`src/include/flash_host_cfg.svh`:
```
// What this block does
// RULE1: Device reads array after power-up or powerdown exit until another command.
// RULE2: Device picks read, standby, output-disabled from control pin levels.
// RULE3: Status and identifier reads work with program supply low.
// RULE4: Erase and write succeed only with program supply high.
// RULE5: Host issues commands as plain write cycles, chip select and strobe low.
// RULE6: Device command register steers its internal write engine.
// RULE7: Each command write latches address and data inside the device.
// RULE8: Last mode command picks read source: array, identifier or status.
// RULE9: After write or erase, host issues read array before array reads.
// RULE10: Device lets software suspend erase, read other blocks, then resume; any command while suspended keeps the model in status mode.
// RULE11: Array is sixteen 64K-byte blocks, 00000 to FFFFF.
// RULE12: Erase starts only after erase setup then erase confirm.
// RULE13: Device reports progress in status and on the ready/busy pin.
// RULE14: Byte write starts only after host gives address and data.
// RULE15: Device engine repeats pulses and verifies data without the host.
// RULE16: Device is disabled while powerdown pin low or supply under lockout.
// RULE17: Write and erase each take a two-cycle command sequence.
// RULE18: Ready/busy low while engine runs, high when idle, suspended, powered down.
// RULE19: Powerdown exit resets to read array, upper status bits to 10000.
// RULE20: Code 90H selects identifier mode; reads at 00000H and 00001H.
// RULE21: Wrong confirm cycle starts nothing and flags a sequence error.
// RULE22: Alteration with program supply low leaves array and flags supply error.
`ifndef FLASH_HOST_CFG_SVH
`define FLASH_HOST_CFG_SVH

`define FH_ADDR_W         20
`define FH_CNT_W          6
`define FH_CLK_NS         25
`define FH_STROBE_NS      50
`define FH_STROBE_CYC     ((`FH_STROBE_NS + `FH_CLK_NS - 1) / `FH_CLK_NS)
`define FH_BUSY_LAT_NS    100
`define FH_BUSY_LAT_CYC   ((`FH_BUSY_LAT_NS + `FH_CLK_NS - 1) / `FH_CLK_NS)
`define FH_WAKE_NS        1000
`define FH_WAKE_CYC       ((`FH_WAKE_NS + `FH_CLK_NS - 1) / `FH_CLK_NS)

`define FH_CMD_READ_ARRAY   8'hff
`define FH_CMD_READ_ID      8'h90
`define FH_CMD_READ_STATUS  8'h70
`define FH_CMD_ERASE_SETUP  8'h20
`define FH_CMD_ERASE_CONF   8'hd0
`define FH_CMD_BYTE_WRITE   8'h40
`define FH_CMD_SUSPEND      8'hb0
`define FH_CMD_RESUME       8'hd0
`define FH_CMD_CLEAR_STATUS 8'h50

`endif

```
`src/include/flash_host_pkg.sv`:
```
package flash_host_pkg;

  typedef enum logic [3:0] {
    OP_READ_ARRAY  = 4'h0,
    OP_READ_ID     = 4'h1,
    OP_READ_STATUS = 4'h2,
    OP_READ        = 4'h3,
    OP_BYTE_WRITE  = 4'h4,
    OP_BLOCK_ERASE = 4'h5,
    OP_SUSPEND     = 4'h6,
    OP_RESUME      = 4'h7,
    OP_CLEAR       = 4'h8
  } op_t;

  typedef struct packed {
    op_t         op;
    logic [19:0] addr;
    logic [7:0]  data;
  } cmd_t;

  typedef enum logic [7:0] {
    S_IDLE  = 8'h01,
    S_WR_A  = 8'h02,
    S_WR_B  = 8'h04,
    S_WAIT  = 8'h08,
    S_WR_ST = 8'h10,
    S_RD    = 8'h20,
    S_WR_RA = 8'h40,
    S_WAKE  = 8'h80
  } state_t;

  typedef struct packed {
    logic        ce_b;
    logic        oe_b;
    logic        we_b;
    logic [19:0] addr;
    logic [7:0]  dq_out;
    logic        dq_oe_b;
  } flash_pins_t;

endpackage : flash_host_pkg

```
`src/design/flash_host.sv`:
```
`include "flash_host_cfg.svh"
`timescale 1ns/10ps
`default_nettype none

module flash_host (
  input  wire logic                       clk,
  input  wire logic                       rst_b,
  input  wire logic                       cmd_valid,
  output logic                            cmd_ready,
  input  wire flash_host_pkg::cmd_t       cmd,
  output logic                            rsp_valid,
  output logic [7:0]                      rsp_data,
  input  wire logic                       pd_req,
  input  wire logic                       vpp_req,
  output flash_host_pkg::flash_pins_t     pins,
  input  wire logic [7:0]                 dq_in,
  input  wire logic                       ready_busy_out,
  output logic                            powerdown_reset_n,
  output logic                            program_supply_high
);
  import flash_host_pkg::*;

  localparam logic [5:0] STROBE = 6'(`FH_STROBE_CYC);
  localparam logic [5:0] LAST   = 6'(`FH_STROBE_CYC + 1);

  state_t      state;
  state_t      next_state;
  state_t      pin_state;
  cmd_t        cur;
  logic [5:0]  cnt;
  logic        pd_active;
  flash_pins_t next_pins;
  logic        bus_state;
  logic        is_read;
  logic        step_done;
  logic        alter_op;

  assign bus_state = (state == S_WR_A) || (state == S_WR_B) || (state == S_WR_ST)
                     || (state == S_WR_RA) || (state == S_RD);
  assign is_read   = (state == S_RD);
  assign step_done = bus_state && (cnt == LAST);
  assign alter_op  = (cur.op == OP_BYTE_WRITE) || (cur.op == OP_BLOCK_ERASE);
  assign cmd_ready = (state == S_IDLE) && !pd_active && !pd_req;

  // Sequence steps
  always_comb begin
    next_state = state;
    case (state)
      S_IDLE: begin
        if (!pd_active && !pd_req && cmd_valid) begin
          next_state = (cmd.op == OP_READ) ? S_RD : S_WR_A;
        end else if (pd_active && !pd_req) begin
          next_state = S_WAKE;
        end
      end
      S_WR_A: begin
        if (step_done) begin
          case (cur.op)
            // RULE17 second cycle
            OP_BYTE_WRITE, OP_BLOCK_ERASE: next_state = S_WR_B;
            OP_READ_ID, OP_READ_STATUS:    next_state = S_RD;
            OP_SUSPEND:                    next_state = S_WAIT;
            default:                       next_state = S_IDLE;
          endcase
        end
      end
      S_WR_B: begin
        if (step_done) begin
          next_state = S_WAIT;
        end
      end
      S_WAIT: begin
        if (cnt >= 6'(`FH_BUSY_LAT_CYC) && ready_busy_out) begin
          next_state = S_WR_ST;
        end
      end
      S_WR_ST: begin
        if (step_done) begin
          next_state = S_RD;
        end
      end
      S_RD: begin
        if (step_done) begin
          // RULE9 back to array
          next_state = alter_op ? S_WR_RA : S_IDLE;
        end
      end
      S_WR_RA: begin
        if (step_done) begin
          next_state = S_IDLE;
        end
      end
      S_WAKE: begin
        if (cnt == 6'(`FH_WAKE_CYC - 1)) begin
          next_state = S_IDLE;
        end
      end
      default: next_state = S_IDLE;
    endcase
  end

  always_ff @(posedge clk or negedge rst_b) begin
    if (!rst_b) begin
      state <= S_IDLE;
    end else begin
      state <= next_state;
    end
  end

  // Step cycle counter
  always_ff @(posedge clk or negedge rst_b) begin
    if (!rst_b) begin
      cnt <= 6'h00;
    end else if (next_state != state) begin
      cnt <= 6'h00;
    end else if (state == S_WAIT && cnt >= 6'(`FH_BUSY_LAT_CYC)) begin
      cnt <= cnt;
    end else if (state != S_IDLE) begin
      cnt <= cnt + 6'h01;
    end
  end

  // Latched request
  always_ff @(posedge clk or negedge rst_b) begin
    if (!rst_b) begin
      cur <= '0;
    end else if (cmd_valid && cmd_ready) begin
      cur <= cmd;
    end
  end

  // Powerdown and supply
  always_ff @(posedge clk or negedge rst_b) begin
    if (!rst_b) begin
      pd_active           <= 1'b0;
      powerdown_reset_n   <= 1'b0;
      program_supply_high <= 1'b0;
    end else begin
      program_supply_high <= vpp_req;
      if (state == S_IDLE && pd_req) begin
        pd_active <= 1'b1;
      end else if (state == S_WAKE) begin
        pd_active <= 1'b0;
      end
      powerdown_reset_n <= !((state == S_IDLE) && pd_req) && !(pd_active && state == S_IDLE);
    end
  end

  // Pin drive per step
  always_comb begin
    next_pins         = '0;
    next_pins.ce_b    = 1'b1;
    next_pins.oe_b    = 1'b1;
    next_pins.we_b    = 1'b1;
    next_pins.dq_oe_b = 1'b1;
    next_pins.addr    = cur.addr;
    if (bus_state && cnt != LAST) begin
      next_pins.ce_b    = 1'b0;
      next_pins.dq_oe_b = is_read;
      // RULE5 write strobe
      if (cnt >= 6'h01 && cnt <= STROBE) begin
        next_pins.we_b = is_read;
        next_pins.oe_b = !is_read;
      end
    end
    case (state)
      S_WR_A: begin
        case (cur.op)
          // RULE20 identifier mode
          OP_READ_ID:     next_pins.dq_out = `FH_CMD_READ_ID;
          OP_READ_STATUS: next_pins.dq_out = `FH_CMD_READ_STATUS;
          // RULE12 erase setup
          OP_BLOCK_ERASE: next_pins.dq_out = `FH_CMD_ERASE_SETUP;
          OP_BYTE_WRITE:  next_pins.dq_out = `FH_CMD_BYTE_WRITE;
          OP_SUSPEND:     next_pins.dq_out = `FH_CMD_SUSPEND;
          OP_RESUME:      next_pins.dq_out = `FH_CMD_RESUME;
          OP_CLEAR:       next_pins.dq_out = `FH_CMD_CLEAR_STATUS;
          default:        next_pins.dq_out = `FH_CMD_READ_ARRAY;
        endcase
      end
      // RULE14 address and data
      S_WR_B:  next_pins.dq_out = (cur.op == OP_BLOCK_ERASE) ? `FH_CMD_ERASE_CONF : cur.data;
      S_WR_ST: next_pins.dq_out = `FH_CMD_READ_STATUS;
      S_WR_RA: next_pins.dq_out = `FH_CMD_READ_ARRAY;
      default: next_pins.dq_out = 8'h00;
    endcase
  end

  always_ff @(posedge clk or negedge rst_b) begin
    if (!rst_b) begin
      pins         <= '0;
      pins.ce_b    <= 1'b1;
      pins.oe_b    <= 1'b1;
      pins.we_b    <= 1'b1;
      pins.dq_oe_b <= 1'b1;
      pin_state    <= S_IDLE;
    end else begin
      pins      <= next_pins;
      pin_state <= state;
    end
  end

  // Answer to requester
  always_ff @(posedge clk or negedge rst_b) begin
    if (!rst_b) begin
      rsp_valid <= 1'b0;
      rsp_data  <= 8'h00;
    end else begin
      rsp_valid <= (state != S_IDLE) && (next_state == S_IDLE) && (state != S_WAKE);
      if (is_read && cnt == LAST) begin
        rsp_data <= dq_in;
      end
    end
  end

  chk_write_chip_select: assert property (@(posedge clk) disable iff (!rst_b) // RULE5
    !pins.we_b |-> !pins.ce_b && pins.oe_b && !pins.dq_oe_b)
    else $error("write strobe without chip select or with output enable");

  chk_strobe_width: assert property (@(posedge clk) disable iff (!rst_b) // RULE5
    $fell(pins.we_b) |-> (!pins.we_b)[*2] ##1 pins.we_b)
    else $error("write strobe width wrong");

  chk_two_cycle_seq: assert property (@(posedge clk) disable iff (!rst_b) // RULE17
    $rose(state == S_WR_B) |-> $past(state == S_WR_A) && alter_op)
    else $error("second command cycle without first");

  chk_erase_confirm: assert property (@(posedge clk) disable iff (!rst_b) // RULE12
    !pins.we_b && pin_state == S_WR_B && cur.op == OP_BLOCK_ERASE
    |-> pins.dq_out == `FH_CMD_ERASE_CONF)
    else $error("erase confirm code wrong");

  chk_write_payload: assert property (@(posedge clk) disable iff (!rst_b) // RULE14
    !pins.we_b && pin_state == S_WR_B && cur.op == OP_BYTE_WRITE
    |-> pins.dq_out == cur.data && pins.addr == cur.addr)
    else $error("byte write address or data wrong");

  chk_array_after_alter: assert property (@(posedge clk) disable iff (!rst_b) // RULE9
    state == S_RD && step_done && alter_op |=> state == S_WR_RA ##[1:20] pins.we_b == 1'b0
    && pins.dq_out == `FH_CMD_READ_ARRAY)
    else $error("read array not issued after alteration");

  chk_id_code: assert property (@(posedge clk) disable iff (!rst_b) // RULE20
    !pins.we_b && pin_state == S_WR_A && cur.op == OP_READ_ID |-> pins.dq_out == `FH_CMD_READ_ID)
    else $error("identifier command code wrong");

  chk_no_access_pd: assert property (@(posedge clk) disable iff (!rst_b) // RULE16
    !powerdown_reset_n |-> pins.ce_b && pins.we_b)
    else $error("bus access during powerdown");

endmodule : flash_host

`default_nettype wire

```
`config.mk`:
```
export PLATFORM = sky130hd
export DESIGN_NAME = flash_host
export DESIGN_NICKNAME = d
export VERILOG_FILES = /design/src/include/flash_host_pkg.sv /design/src/design/flash_host.sv
export VERILOG_INCLUDE_DIRS = /design/src /design/src/include
export SDC_FILE = /design/constraint.sdc
export NUM_CORES = 1
export LEC_CHECK = 0
export ABC_AREA = 1
export BUFFER_PORTS_ARGS = -buffer_cell sky130_fd_sc_hd__buf_2
export CAP_MARGIN = 5
export CORE_MARGIN = 4
export CORE_UTILIZATION = 50
export CTS_BUF_LIST = sky130_fd_sc_hd__clkbuf_16
export CTS_CLUSTER_SIZE = 10
export DETAILED_ROUTE_END_ITERATION = 12
export PLACE_DENSITY = 0.82
export SETUP_SLACK_MARGIN = 0.15
export SLEW_MARGIN = 5
export SYNTH_ARGS = -nofsm -noshare
export SYNTH_HDL_FRONTEND = slang
export SYNTH_SLANG_ARGS = --single-unit
```
`constraint.sdc`:
```
create_clock -name clk -period 1.96 [get_ports clk]
set_input_delay 0.098 -clock clk [delete_from_list [all_inputs] [get_ports clk]]
set_output_delay 0.098 -clock clk [all_outputs]
set_load 0.02 [all_outputs]
```
==> run metrics, run 1 <==
status complete, no violations; Syn Nets 392; Post-Syn Area per Cell 11.2 sq um; fin crit share 0.917; die height 95.4 microns; share of power burned in registers 0.403; Gate power share 0.292; DRT Wirelength 9270 microns; worst-margin pin slew 0.453 ns; vias 2993; ys async rst share 1.00; row count 31; area grow syn2layout 38.7%; Net Sw Frac 0.319; Initial Util 0.521; DRC 0; largest vdd supply drop 913 uV; vias per cell 5.07; Syn Inst Count 342; GPL Wtd Cong 0.926; drt wl/cell 15.7 microns; final hold vios 0; Leakage 0.00270 uW; dpl hpwl 5840 microns; PortBufs 89; ordered list of cells on the worst path nor2_2, nand2_1, nor2_4, nor2_1, nand3_2, inv_1, nor2_2, nor2_4, nor2_1; clock buffer depth 2; final worst slack 0.163 ns; CTS tree yes; post-synthesis register bit count 90; Diodes inserted 0; Yosys warning count 0; Int Pwr 4730 uW; setup violators final 0; Fmax 556 MHz; post-layout minimum cycle time 1.80 ns; Yosys cell types 32; count leader, synth dfrtp_1; largest net degree at the start of global routing 56; initial antenna violation count 0; clock-pin slew of the registers on the worst-case setup and hold paths 0.06 ns; Worst slew margin 0.698; setup TNS 0 ns; max-slew violation count 0; vias in the first global route 3128; Detailed Routing Iterations Pass 1 5; crit path max fanout 7; RSZ-0062 raised after global routing true; Worst Path Arrival 2.02 ns; Total GRT Usage 0.213; post-route ant nets 0; post-synth top area share 0.556; Seq/Total Area, Yosys 0.591; H-Tree Depth 3; number of synthesized flops with an enable pin 0; Core Footprint 7330 sq um; Ports 90; CP endpoint kind flop; maxcap violations 0; total CTS buffers 9; Net Switching 2220 uW; Hold Crit Class in -> reg; first-pass GRT wire length 14700 microns; commonest cells in the netlist dfrtp_1 (85), nand2_1 (47), nor2_1 (38); Final #Nets 536; Clk pwr share 0.305; share of cells above drive strength 1 0.387; pre-CTS WS 0.0944 ns; cell area after synthesis 3820 sq um; slowest stage delay, CP 0.59 ns; Die ar. 9110 sq um; crit path max-delay cell type dfstp_2; grt ovf 0; clock sinks 90; Data required, critical path 2.18 ns; DIE WIDTH 95.4 microns; Root Driver clkbuf_16; ranking of synthesized cells by area dfrtp_1 (56%), mux2_4 (8.2%), nand2_1 (4.6%); clock latency at the later pin of the worst-skew pair 0.34 ns; clk_skew 0.00921 ns; startpoint type of the worst setup path flop; pwr/cell area 1310 nW/um^2; largest area contributor in the synthesized netlist dfrtp_1; Crit Path Class reg -> reg; First DRT Iteration DRCs 174; Synth Flop Type dfrtp_1
==> cells in the final DEF, fill, tap and decap left out, types with 2 or more instances in the layout <==
| cell | count |
|---|---|
| dfstp_2 | 5 |
| mux2_2 | 15 |
| nor2_2 | 9 |
| nor2_1 | 31 |
| buf_2 | 88 |
| clkbuf_16 | 10 |
| bufinv_16 | 4 |
| inv_2 | 2 |
| nor2_4 | 8 |
| nand3_2 | 2 |
| nand2_2 | 2 |
| o211ai_1 | 2 |
| nor3_1 | 2 |
| dfrtp_1 | 82 |
| nor3_2 | 2 |
| a21oi_1 | 7 |
| buf_4 | 9 |
| mux2_4 | 21 |
| ha_1 | 3 |
| nand4_1 | 3 |
| nand2_1 | 47 |
| xor2_1 | 3 |
| buf_12 | 3 |
| dfrtp_2 | 3 |
| dlygate4sd3_1 | 36 |
| inv_1 | 34 |
| nand3_1 | 28 |
| o21ai_0 | 17 |
==> cell families (layout without fill, tap and decap cells) <==
group | after synthesis | count (layout) | synth area share
AND/OR/NAND/NOR | 137 | 137 | 0.169
flip-flops | 90 | 90 | 0.591
buffers and inverters | 40 | 189 | 0.0455
multiplexers | 36 | 36 | 0.127
AO/OA/AOI/OAI | 31 | 31 | 0.0458
adder cells (fa/ha/maj) | 4 | 4 | 0.0131
XOR/XNOR | 4 | 4 | 0.00917
==> repair_timing <==
item / 4_1_cts / 5_1_grt
cloned: 0 / 1
hold buffers: 36 / 0
buffers inserted: 1 / 3
pin swaps: 2 / 3
gates resized for setup: 4 / 16
endpoints found under the setup margin: 25 / 43
hold endpoints to repair: 66 / 0
==> power groups by stage <==
stage | Combinational, uW | Clock (uW) | Sequential, uW
4_1_cts | 1960 | 2150 | 2780
5_1_grt | 2190 | 2240 | 2860
2_1_floorplan | 991 | 0 | 3030
3_5_place_dp | 1850 | 0 | 2780
6_report | 2030 | 2120 | 2800
3_3_place_gp | 1780 | 0 | 2770
==> layout make-up <==
cell class,instances,area [sq um]
sequential,90,2260
fill,477,2030
multi-input combinational,212,1450
timing repair buffer,137,953
clock buffer,9,225
clock inverter,7,149
inverter,36,135
tap,99,124
==> stage by stage <==
step,cells,hold slack (ns),total power (uW),util,instance area [sq um]
6_report,590,0.0170,6950,0.723,5300
3_3_place_gp,533,0.0724,4550,0.605,4430
5_1_grt,590,0.00133,7290,0.723,5300
2_1_floorplan,342,-0.198,4020,-,3820
3_5_place_dp,533,0.0748,4630,0.605,4430
4_1_cts,586,0.0146,6880,0.709,5200
==> per-layer routing <==
metal | track usage | routed length, microns
met1 | 0.256 | 3670
met2 | 0.361 | 4700
met3 | 0.0710 | 721
met4 | 0.0735 | 176
met5 | 0 | 0
==> worst max-delay path, delay by kind of cell, from the launching register on <==
| kind | cells | cell delay, ns |
|---|---|---|
| flip-flops | 1 | 0.59 |
| buffers and inverters | 1 | 0.12 |
| AND/OR/NAND/NOR | 8 | 0.97 |
==> flip-flops by register name (all words and copies together) (netlist names) <==
signal and flops:
state 8, pd_active 1, rsp_data 8, pins 32, cnt 6, powerdown_reset_n 1, rsp_valid 1, cur 32
program_supply_high 1
==> worst paths after layout <==
check / startpoint / end / slack (ns) / cells after the start
max in group asynchronous: rst_b / state[0] / 1.02 / 3
worst max-delay path: state[0] / cnt[5] / 0.16 / 9
worst max register to register: state[0] / cnt[5] / 0.16 / 9
worst min register to register: cur[14] / pins[15] / 0.37 / 0
min in group asynchronous: rst_b / cur[9] / 0.25 / 2
worst min-delay path: cmd[15] / cur[15] / 0.02 / 2
(Power assumes the default switching activity.)
==> run 2: changes to the inputs <==
--- a/config.mk
+++ b/config.mk
@@ -6,15 +6,15 @@
 export SDC_FILE = /design/constraint.sdc
 export NUM_CORES = 1
 export LEC_CHECK = 0
-export ABC_AREA = 1
 export BUFFER_PORTS_ARGS = -buffer_cell sky130_fd_sc_hd__buf_2
 export CAP_MARGIN = 5
+export CORE_ASPECT_RATIO = 1.2
 export CORE_MARGIN = 4
-export CORE_UTILIZATION = 50
+export CORE_UTILIZATION = 39
 export CTS_BUF_LIST = sky130_fd_sc_hd__clkbuf_16
 export CTS_CLUSTER_SIZE = 10
 export DETAILED_ROUTE_END_ITERATION = 12
-export PLACE_DENSITY = 0.82
+export PLACE_DENSITY = 0.68
 export SETUP_SLACK_MARGIN = 0.15
 export SLEW_MARGIN = 5
 export SYNTH_ARGS = -nofsm -noshare
==> run 2 against run 1 <==
Hold slack got worse by 0.0029 ns. Flip-flop and latch count unchanged. Final cell count up 3.7%. Critical endpoint unchanged. Largest power group unchanged. Setup slack lost 0.064 ns. First-iteration DRC count fell by 56%.
==> run metrics, run 2 <==
Hold Crit Class in -> reg; Seq/Total Area, Yosys 0.586; Fmax 537 MHz; Clk pwr share 0.256; Final #Nets 534; Total GRT Usage 0.177; Yosys warning count 0; Worst Hold Margin 0.0141 ns; crit path max fanout 4; drt wl/cell 16.1 microns; Crit Path Class reg -> reg; DRT Wirelength 9830 microns; crit path max-delay cell type or4_4; vias per cell 5.12; Detailed Routing Iterations Pass 1 4; post-synth top area share 0.552; Diodes inserted 0; vias 3131; Initial Util 0.403; dpl hpwl 6580 microns; Root Driver clkbuf_16; Syn Nets 362; Die ar. 11500 sq um; DIE WIDTH 98.7 microns; Net Sw Frac 0.332; ranking of synthesized cells by area dfrtp_1 (55%), mux2_2 (12%), dfstp_2 (3.4%); PortBufs 89; Top Registers cur: 32 flops, pins: 32 flops; most common cell after layout, fill and taps aside buf_2; grt ovf 0; most frequent cells in the layout buf_2 (87), dfrtp_1 (78), buf_4 (49); Int Pwr 4470 uW; DRC 0; largest vdd supply drop 946 uV; Synth Flop Type dfrtp_1; clock latency at the later pin of the worst-skew pair 0.34 ns; Syn Inst Count 312; share of power burned in registers 0.413; final instance area 5710 sq um; Data required, critical path 2.22 ns; CP endpoint kind flop; maxcap violations 0; clk_skew 0.00700 ns; DP Area 4600 sq um; Ports 90; setup violators final 0; First DRT Iteration DRCs 77; largest area contributor in the synthesized netlist dfrtp_1; Worst Path Arrival 2.12 ns; row count 39; clock sinks 90; max-slew violation count 0; final hold vios 0; GPL Wtd Cong 0.903; startpoint type of the worst setup path flop; first-pass GRT wire length 15800 microns; worst-margin pin slew 0.461 ns; H-Tree Depth 3; status complete, no violations; post-layout minimum cycle time 1.86 ns; largest net degree at the start of global routing 44; clock-pin slew of the registers on the worst-case setup and hold paths 0.06 ns; initial antenna violation count 0; Worst slew margin 0.691; share of cells above drive strength 1 0.517; clock buffer depth 2; post-synthesis register bit count 90; vias in the first global route 3230; Core Footprint 9560 sq um; ys async rst share 1.00; total CTS buffers 9; CTS tree yes; number of synthesized flops with an enable pin 0; die height 117 microns; cell area after synthesis 3850 sq um; RSZ-0062 raised after global routing true; Gate power share 0.331; count leader, synth dfrtp_1; Leakage 0.00283 uW; fin crit share 0.949; Yosys cell types 57; Post-Syn Area per Cell 12.3 sq um; final core occ 0.597; slowest stage delay, CP 0.58 ns; total power 6690 uW; post-route ant nets 0; Net Switching 2220 uW; pwr/cell area 1170 nW/um^2; commonest cells in the netlist dfrtp_1 (85), mux2_2 (40), nor2_1 (20); area grow syn2layout 48.1%; ordered list of cells on the worst path or4_4, a21oi_4, nor2_4, or4_1, a21oi_1
==> run 2: cell count changes in the layout (fill, tap and decap cells not counted), moves of 17 or more <==
| cell | previous run | this run |
|---|---|---|
| buf_4 | 9 | 49 |
| nand2_1 | 47 | 14 |
| nor2_1 | 31 | 14 |
| mux2_2 | 15 | 40 |
| nand3_1 | 28 | 7 |
| inv_1 | 34 | 8 |
| mux2_4 | 21 | 0 |
==> run 2: path summary, 6_finish.rpt <==
path	startpoint	to	slack [ns]	cells after the start
worst max-delay path	cnt[3]	cnt[5]	0.1	5
worst min-delay path	cmd[29]	cur[29]	0.01	2
worst max register to register	cnt[3]	cnt[5]	0.1	5
worst min register to register	cur[13]	pins[14]	0.37	0
max in group asynchronous	rst_b	state[6]	1.08	3
min in group asynchronous	rst_b	cnt[0]	0.22	2
==> run 2: layout make-up <==
cell class / count / area [sq um]
Clock buffer: 9 / 225
Clock inverter: 7 / 76.3
Fill cell: 780 / 3860
Inverter: 8 / 30.0
Multi-Input combinational cell: 195 / 1690
Sequential cell: 90 / 2270
Tap cell: 123 / 154
Timing Repair Buffer: 180 / 1270
==> run 2: what timing repair did <==
| item | 4_1_cts | 5_1_grt |
|---|---|---|
| hold endpoints to repair | 61 | 0 |
| cloned | 0 | 0 |
| buffers inserted | 10 | 15 |
| hold buffers | 39 | 0 |
| pin swaps | 7 | 21 |
| resized for setup | 28 | 28 |
| endpoints found under the setup margin | 50 | 51 |
==> run 2: kinds of logic after synthesis <==
family,after synthesis,share of synthesized area
DFF,90,0.586
and+or+nand+nor,88,0.132
xor gates and xnor gates,8,0.0182
AOI/OAI and AO/OA,53,0.0981
muxes,42,0.122
buffers and inverters,27,0.0309
adders and majority gates,4,0.0130
==> run 2: per-layer routing <==
layer	wire (microns)	GRT usage	share of wire
met3	646	0.0510	0.066
met5	0	0	0
met2	5180	0.316	0.53
met1	3740	0.198	0.38
met4	251	0.0792	0.026
==> run 2: power groups by stage <==
stage	sequential, uW	combinational, uW	clock [uW]
global placement	2750	1800	0
finish	2760	2220	1710
detailed placement	2780	1830	0
global route	2840	2390	1860
floorplan	2880	1080	0
CTS	2750	2040	1770
==> run 2: through the flow <==
| stage | setup TNS (ns) | setup slack [ns] | std cells |
|---|---|---|---|
| final | 0 | 0.0992 | 612 |
| after global routing | 0 | 0.0369 | 612 |
| after CTS | 0 | 0.111 | 597 |
| after detailed placement | -0.127 | -0.0745 | 532 |
| after global placement | -0.242 | -0.0936 | 532 |
| after floorplan | 0 | 0.125 | 312 |
==> run 2: worst max-delay path, delay by kind of cell, from the launching register on <==
family,cells,cell delay (ns)
and+or+nand+nor,3,1.03
DFF,1,0.45
AOI/OAI and AO/OA,2,0.31
==> run 3: changes to the inputs <==
--- a/config.mk
+++ b/config.mk
@@ -14,7 +14,8 @@
 export CTS_BUF_LIST = sky130_fd_sc_hd__clkbuf_16
 export CTS_CLUSTER_SIZE = 10
 export DETAILED_ROUTE_END_ITERATION = 12
-export PLACE_DENSITY = 0.68
+export PLACE_DENSITY = 0.7
+export RECOVER_POWER = 25
 export SETUP_SLACK_MARGIN = 0.15
 export SLEW_MARGIN = 5
 export SYNTH_ARGS = -nofsm -noshare
==> constraint.sdc (replaced) <==
create_clock -name clk -period 1.55 [get_ports clk]
set_input_delay 0.0775 -clock clk [delete_from_list [all_inputs] [get_ports clk]]
set_output_delay 0.0775 -clock clk [all_outputs]
set_load 0.02 [all_outputs]
==> run 3 against run 2 <==
Sequential share of layout area shrank 3.3 points. Critical path type unchanged. Sequential power grew 24%. Register-to-register slack lost 0.38 ns. Setup slack lost 0.38 ns. Clock skew grew 0.00071 ns. The run now ends with setup timing left. Fmax grew 1.6%.
==> run metrics, run 3 (same netlist as run 2, synthesis figures left out) <==
status finished, violations left; failing checks setup timing; clk_skew 0.00771 ns; largest vdd supply drop 1050 uV; Final #Nets 571; CTS tree yes; Leakage 0.00305 uW; initial antenna violation count 0; worst-margin pin slew 0.712 ns; startpoint type of the worst setup path flop; drt wl/cell 17.3 microns; final worst slack -0.281 ns; FF-to-FF setup slack -0.28 ns; Data required, critical path 1.82 ns; die height 117 microns; grt ovf 0; Top Registers cur: 32 flops, pins: 32 flops; Detailed Routing Iterations Pass 1 4; DIE WIDTH 98.7 microns; clock buffer depth 2; most common cell after layout, fill and taps aside buf_2; clock latency at the later pin of the worst-skew pair 0.35 ns; share of cells above drive strength 1 0.578; Root Driver clkbuf_16; Worst Path Arrival 2.10 ns; placed cell count 566; Total GRT Usage 0.195; Fmax 546 MHz; setup violators final 67; fillers 715; Hold Crit Class in -> reg; max-slew violation count 0; crit path buf inv count 0; clock-pin slew of the registers on the worst-case setup and hold paths 0.07 ns; vias in the first global route 3556; First DRT Iteration DRCs 155; dpl hpwl 7310 microns; vias per cell 5.19; largest net degree at the start of global routing 38; total CTS buffers 9; GPL Wtd Cong 1.01; most frequent cells in the layout buf_2 (87), dfrtp_1 (79), buf_4 (65); Core Footprint 9560 sq um; crit path max-delay cell type or4_4; Diodes inserted 0; fin crit share 1.18; area grow syn2layout 61.5%; CP endpoint kind flop; Worst Hold Margin 0.0726 ns; H-Tree Depth 3; total power 8970 uW; DRC 0; post-route ant nets 0; crit path max fanout 3; Ports 90; final hold vios 0; row count 39; Die ar. 11500 sq um; final cell count without fillers 649; ordered list of cells on the worst path or4_4, a21oi_4, nor2_4, or4_1, a21oi_2; slowest stage delay, CP 0.56 ns; critical path's top delay family simple AND/OR/NAND/NOR gates; post-layout minimum cycle time 1.83 ns; first-pass GRT wire length 17400 microns; maxcap violations 0; DRT Wirelength 11200 microns; PortBufs 89; clock sinks 90; Worst slew margin 0.525; vias 3369; pwr/cell area 1440 nW/um^2; Crit Path Class reg -> reg; Initial Util 0.403; RSZ-0062 raised after global routing true
## run 3: changes by cell type in the layout (fill, tap and decap cells not counted), moves of 3 or more
cell | before | now
buf_4 | 49 | 65
buf_6 | 3 | 18
dlygate4sd3_1 | 39 | 43
nand2_1 | 14 | 11
nand3_1 | 7 | 3
nand3_2 | 2 | 5
o21ai_0 | 7 | 4
## run 3: final timing paths
path,startpoint,endpoint,cells after the start
worst max register to register,cnt[3],cnt[5],5
worst max-delay path,cnt[3],cnt[5],5
worst min-delay path,pd_req,pd_active,3
min in group asynchronous,rst_b,cnt[2],2
max in group asynchronous,rst_b,cur[20],3
worst min register to register,cur[23],pins[24],0
## run 3: where the power goes
part	switching [uW]	internal, uW	total, uW	leakage (uW)
sequential	379	3030	3410	0.00115
combinational	1760	1700	3460	0.00177
clock	983	1120	2100	0.000139
## run 3: through the flow
stage	util	cell area (sq um)	setup TNS (ns)	setup WS [ns]
after floorplan	-	4000	-5.82	-0.283
after global placement	0.519	4960	-12.03	-0.306
after detailed placement	0.519	4960	-12.99	-0.357
after CTS	0.631	6040	-11.85	-0.268
after global routing	0.651	6220	-18.24	-0.328
final	0.651	6220	-13.60	-0.281
## run 3: routing by layer
metal	up-vias	global-route usage	part of all wire
met1	1655	0.213	0.36
met3	39	0.0605	0.073
met5	-	0	0
met2	134	0.344	0.52
li1	1541	-	-
met4	0	0.0965	0.047
## run 3: area by class of cell
class                      count  area (sq um)  area share
clock inverter                 7          58.8     0.00945
inverter                       8          30.0     0.00483
multi-input combinational    195          1870       0.300
sequential                    90          2270       0.364
tap                          123           154      0.0247
clock buffer                   9           225      0.0362
timing repair buffer         217          1620       0.261
## run 3: what timing repair did
action / CTS / global route
gates resized for setup: 59 / 25
buffers inserted: 14 / 10
endpoints found under the hold margin: 106 / 0
pin swaps: 33 / 16
hold buffers: 43 / 0
setup endpoints to repair: 69 / 70
## run 3: worst min-delay path, cell delays in order
cell     delay (ns)
buf_2          0.14
inv_1          0.07
o21ai_0        0.08
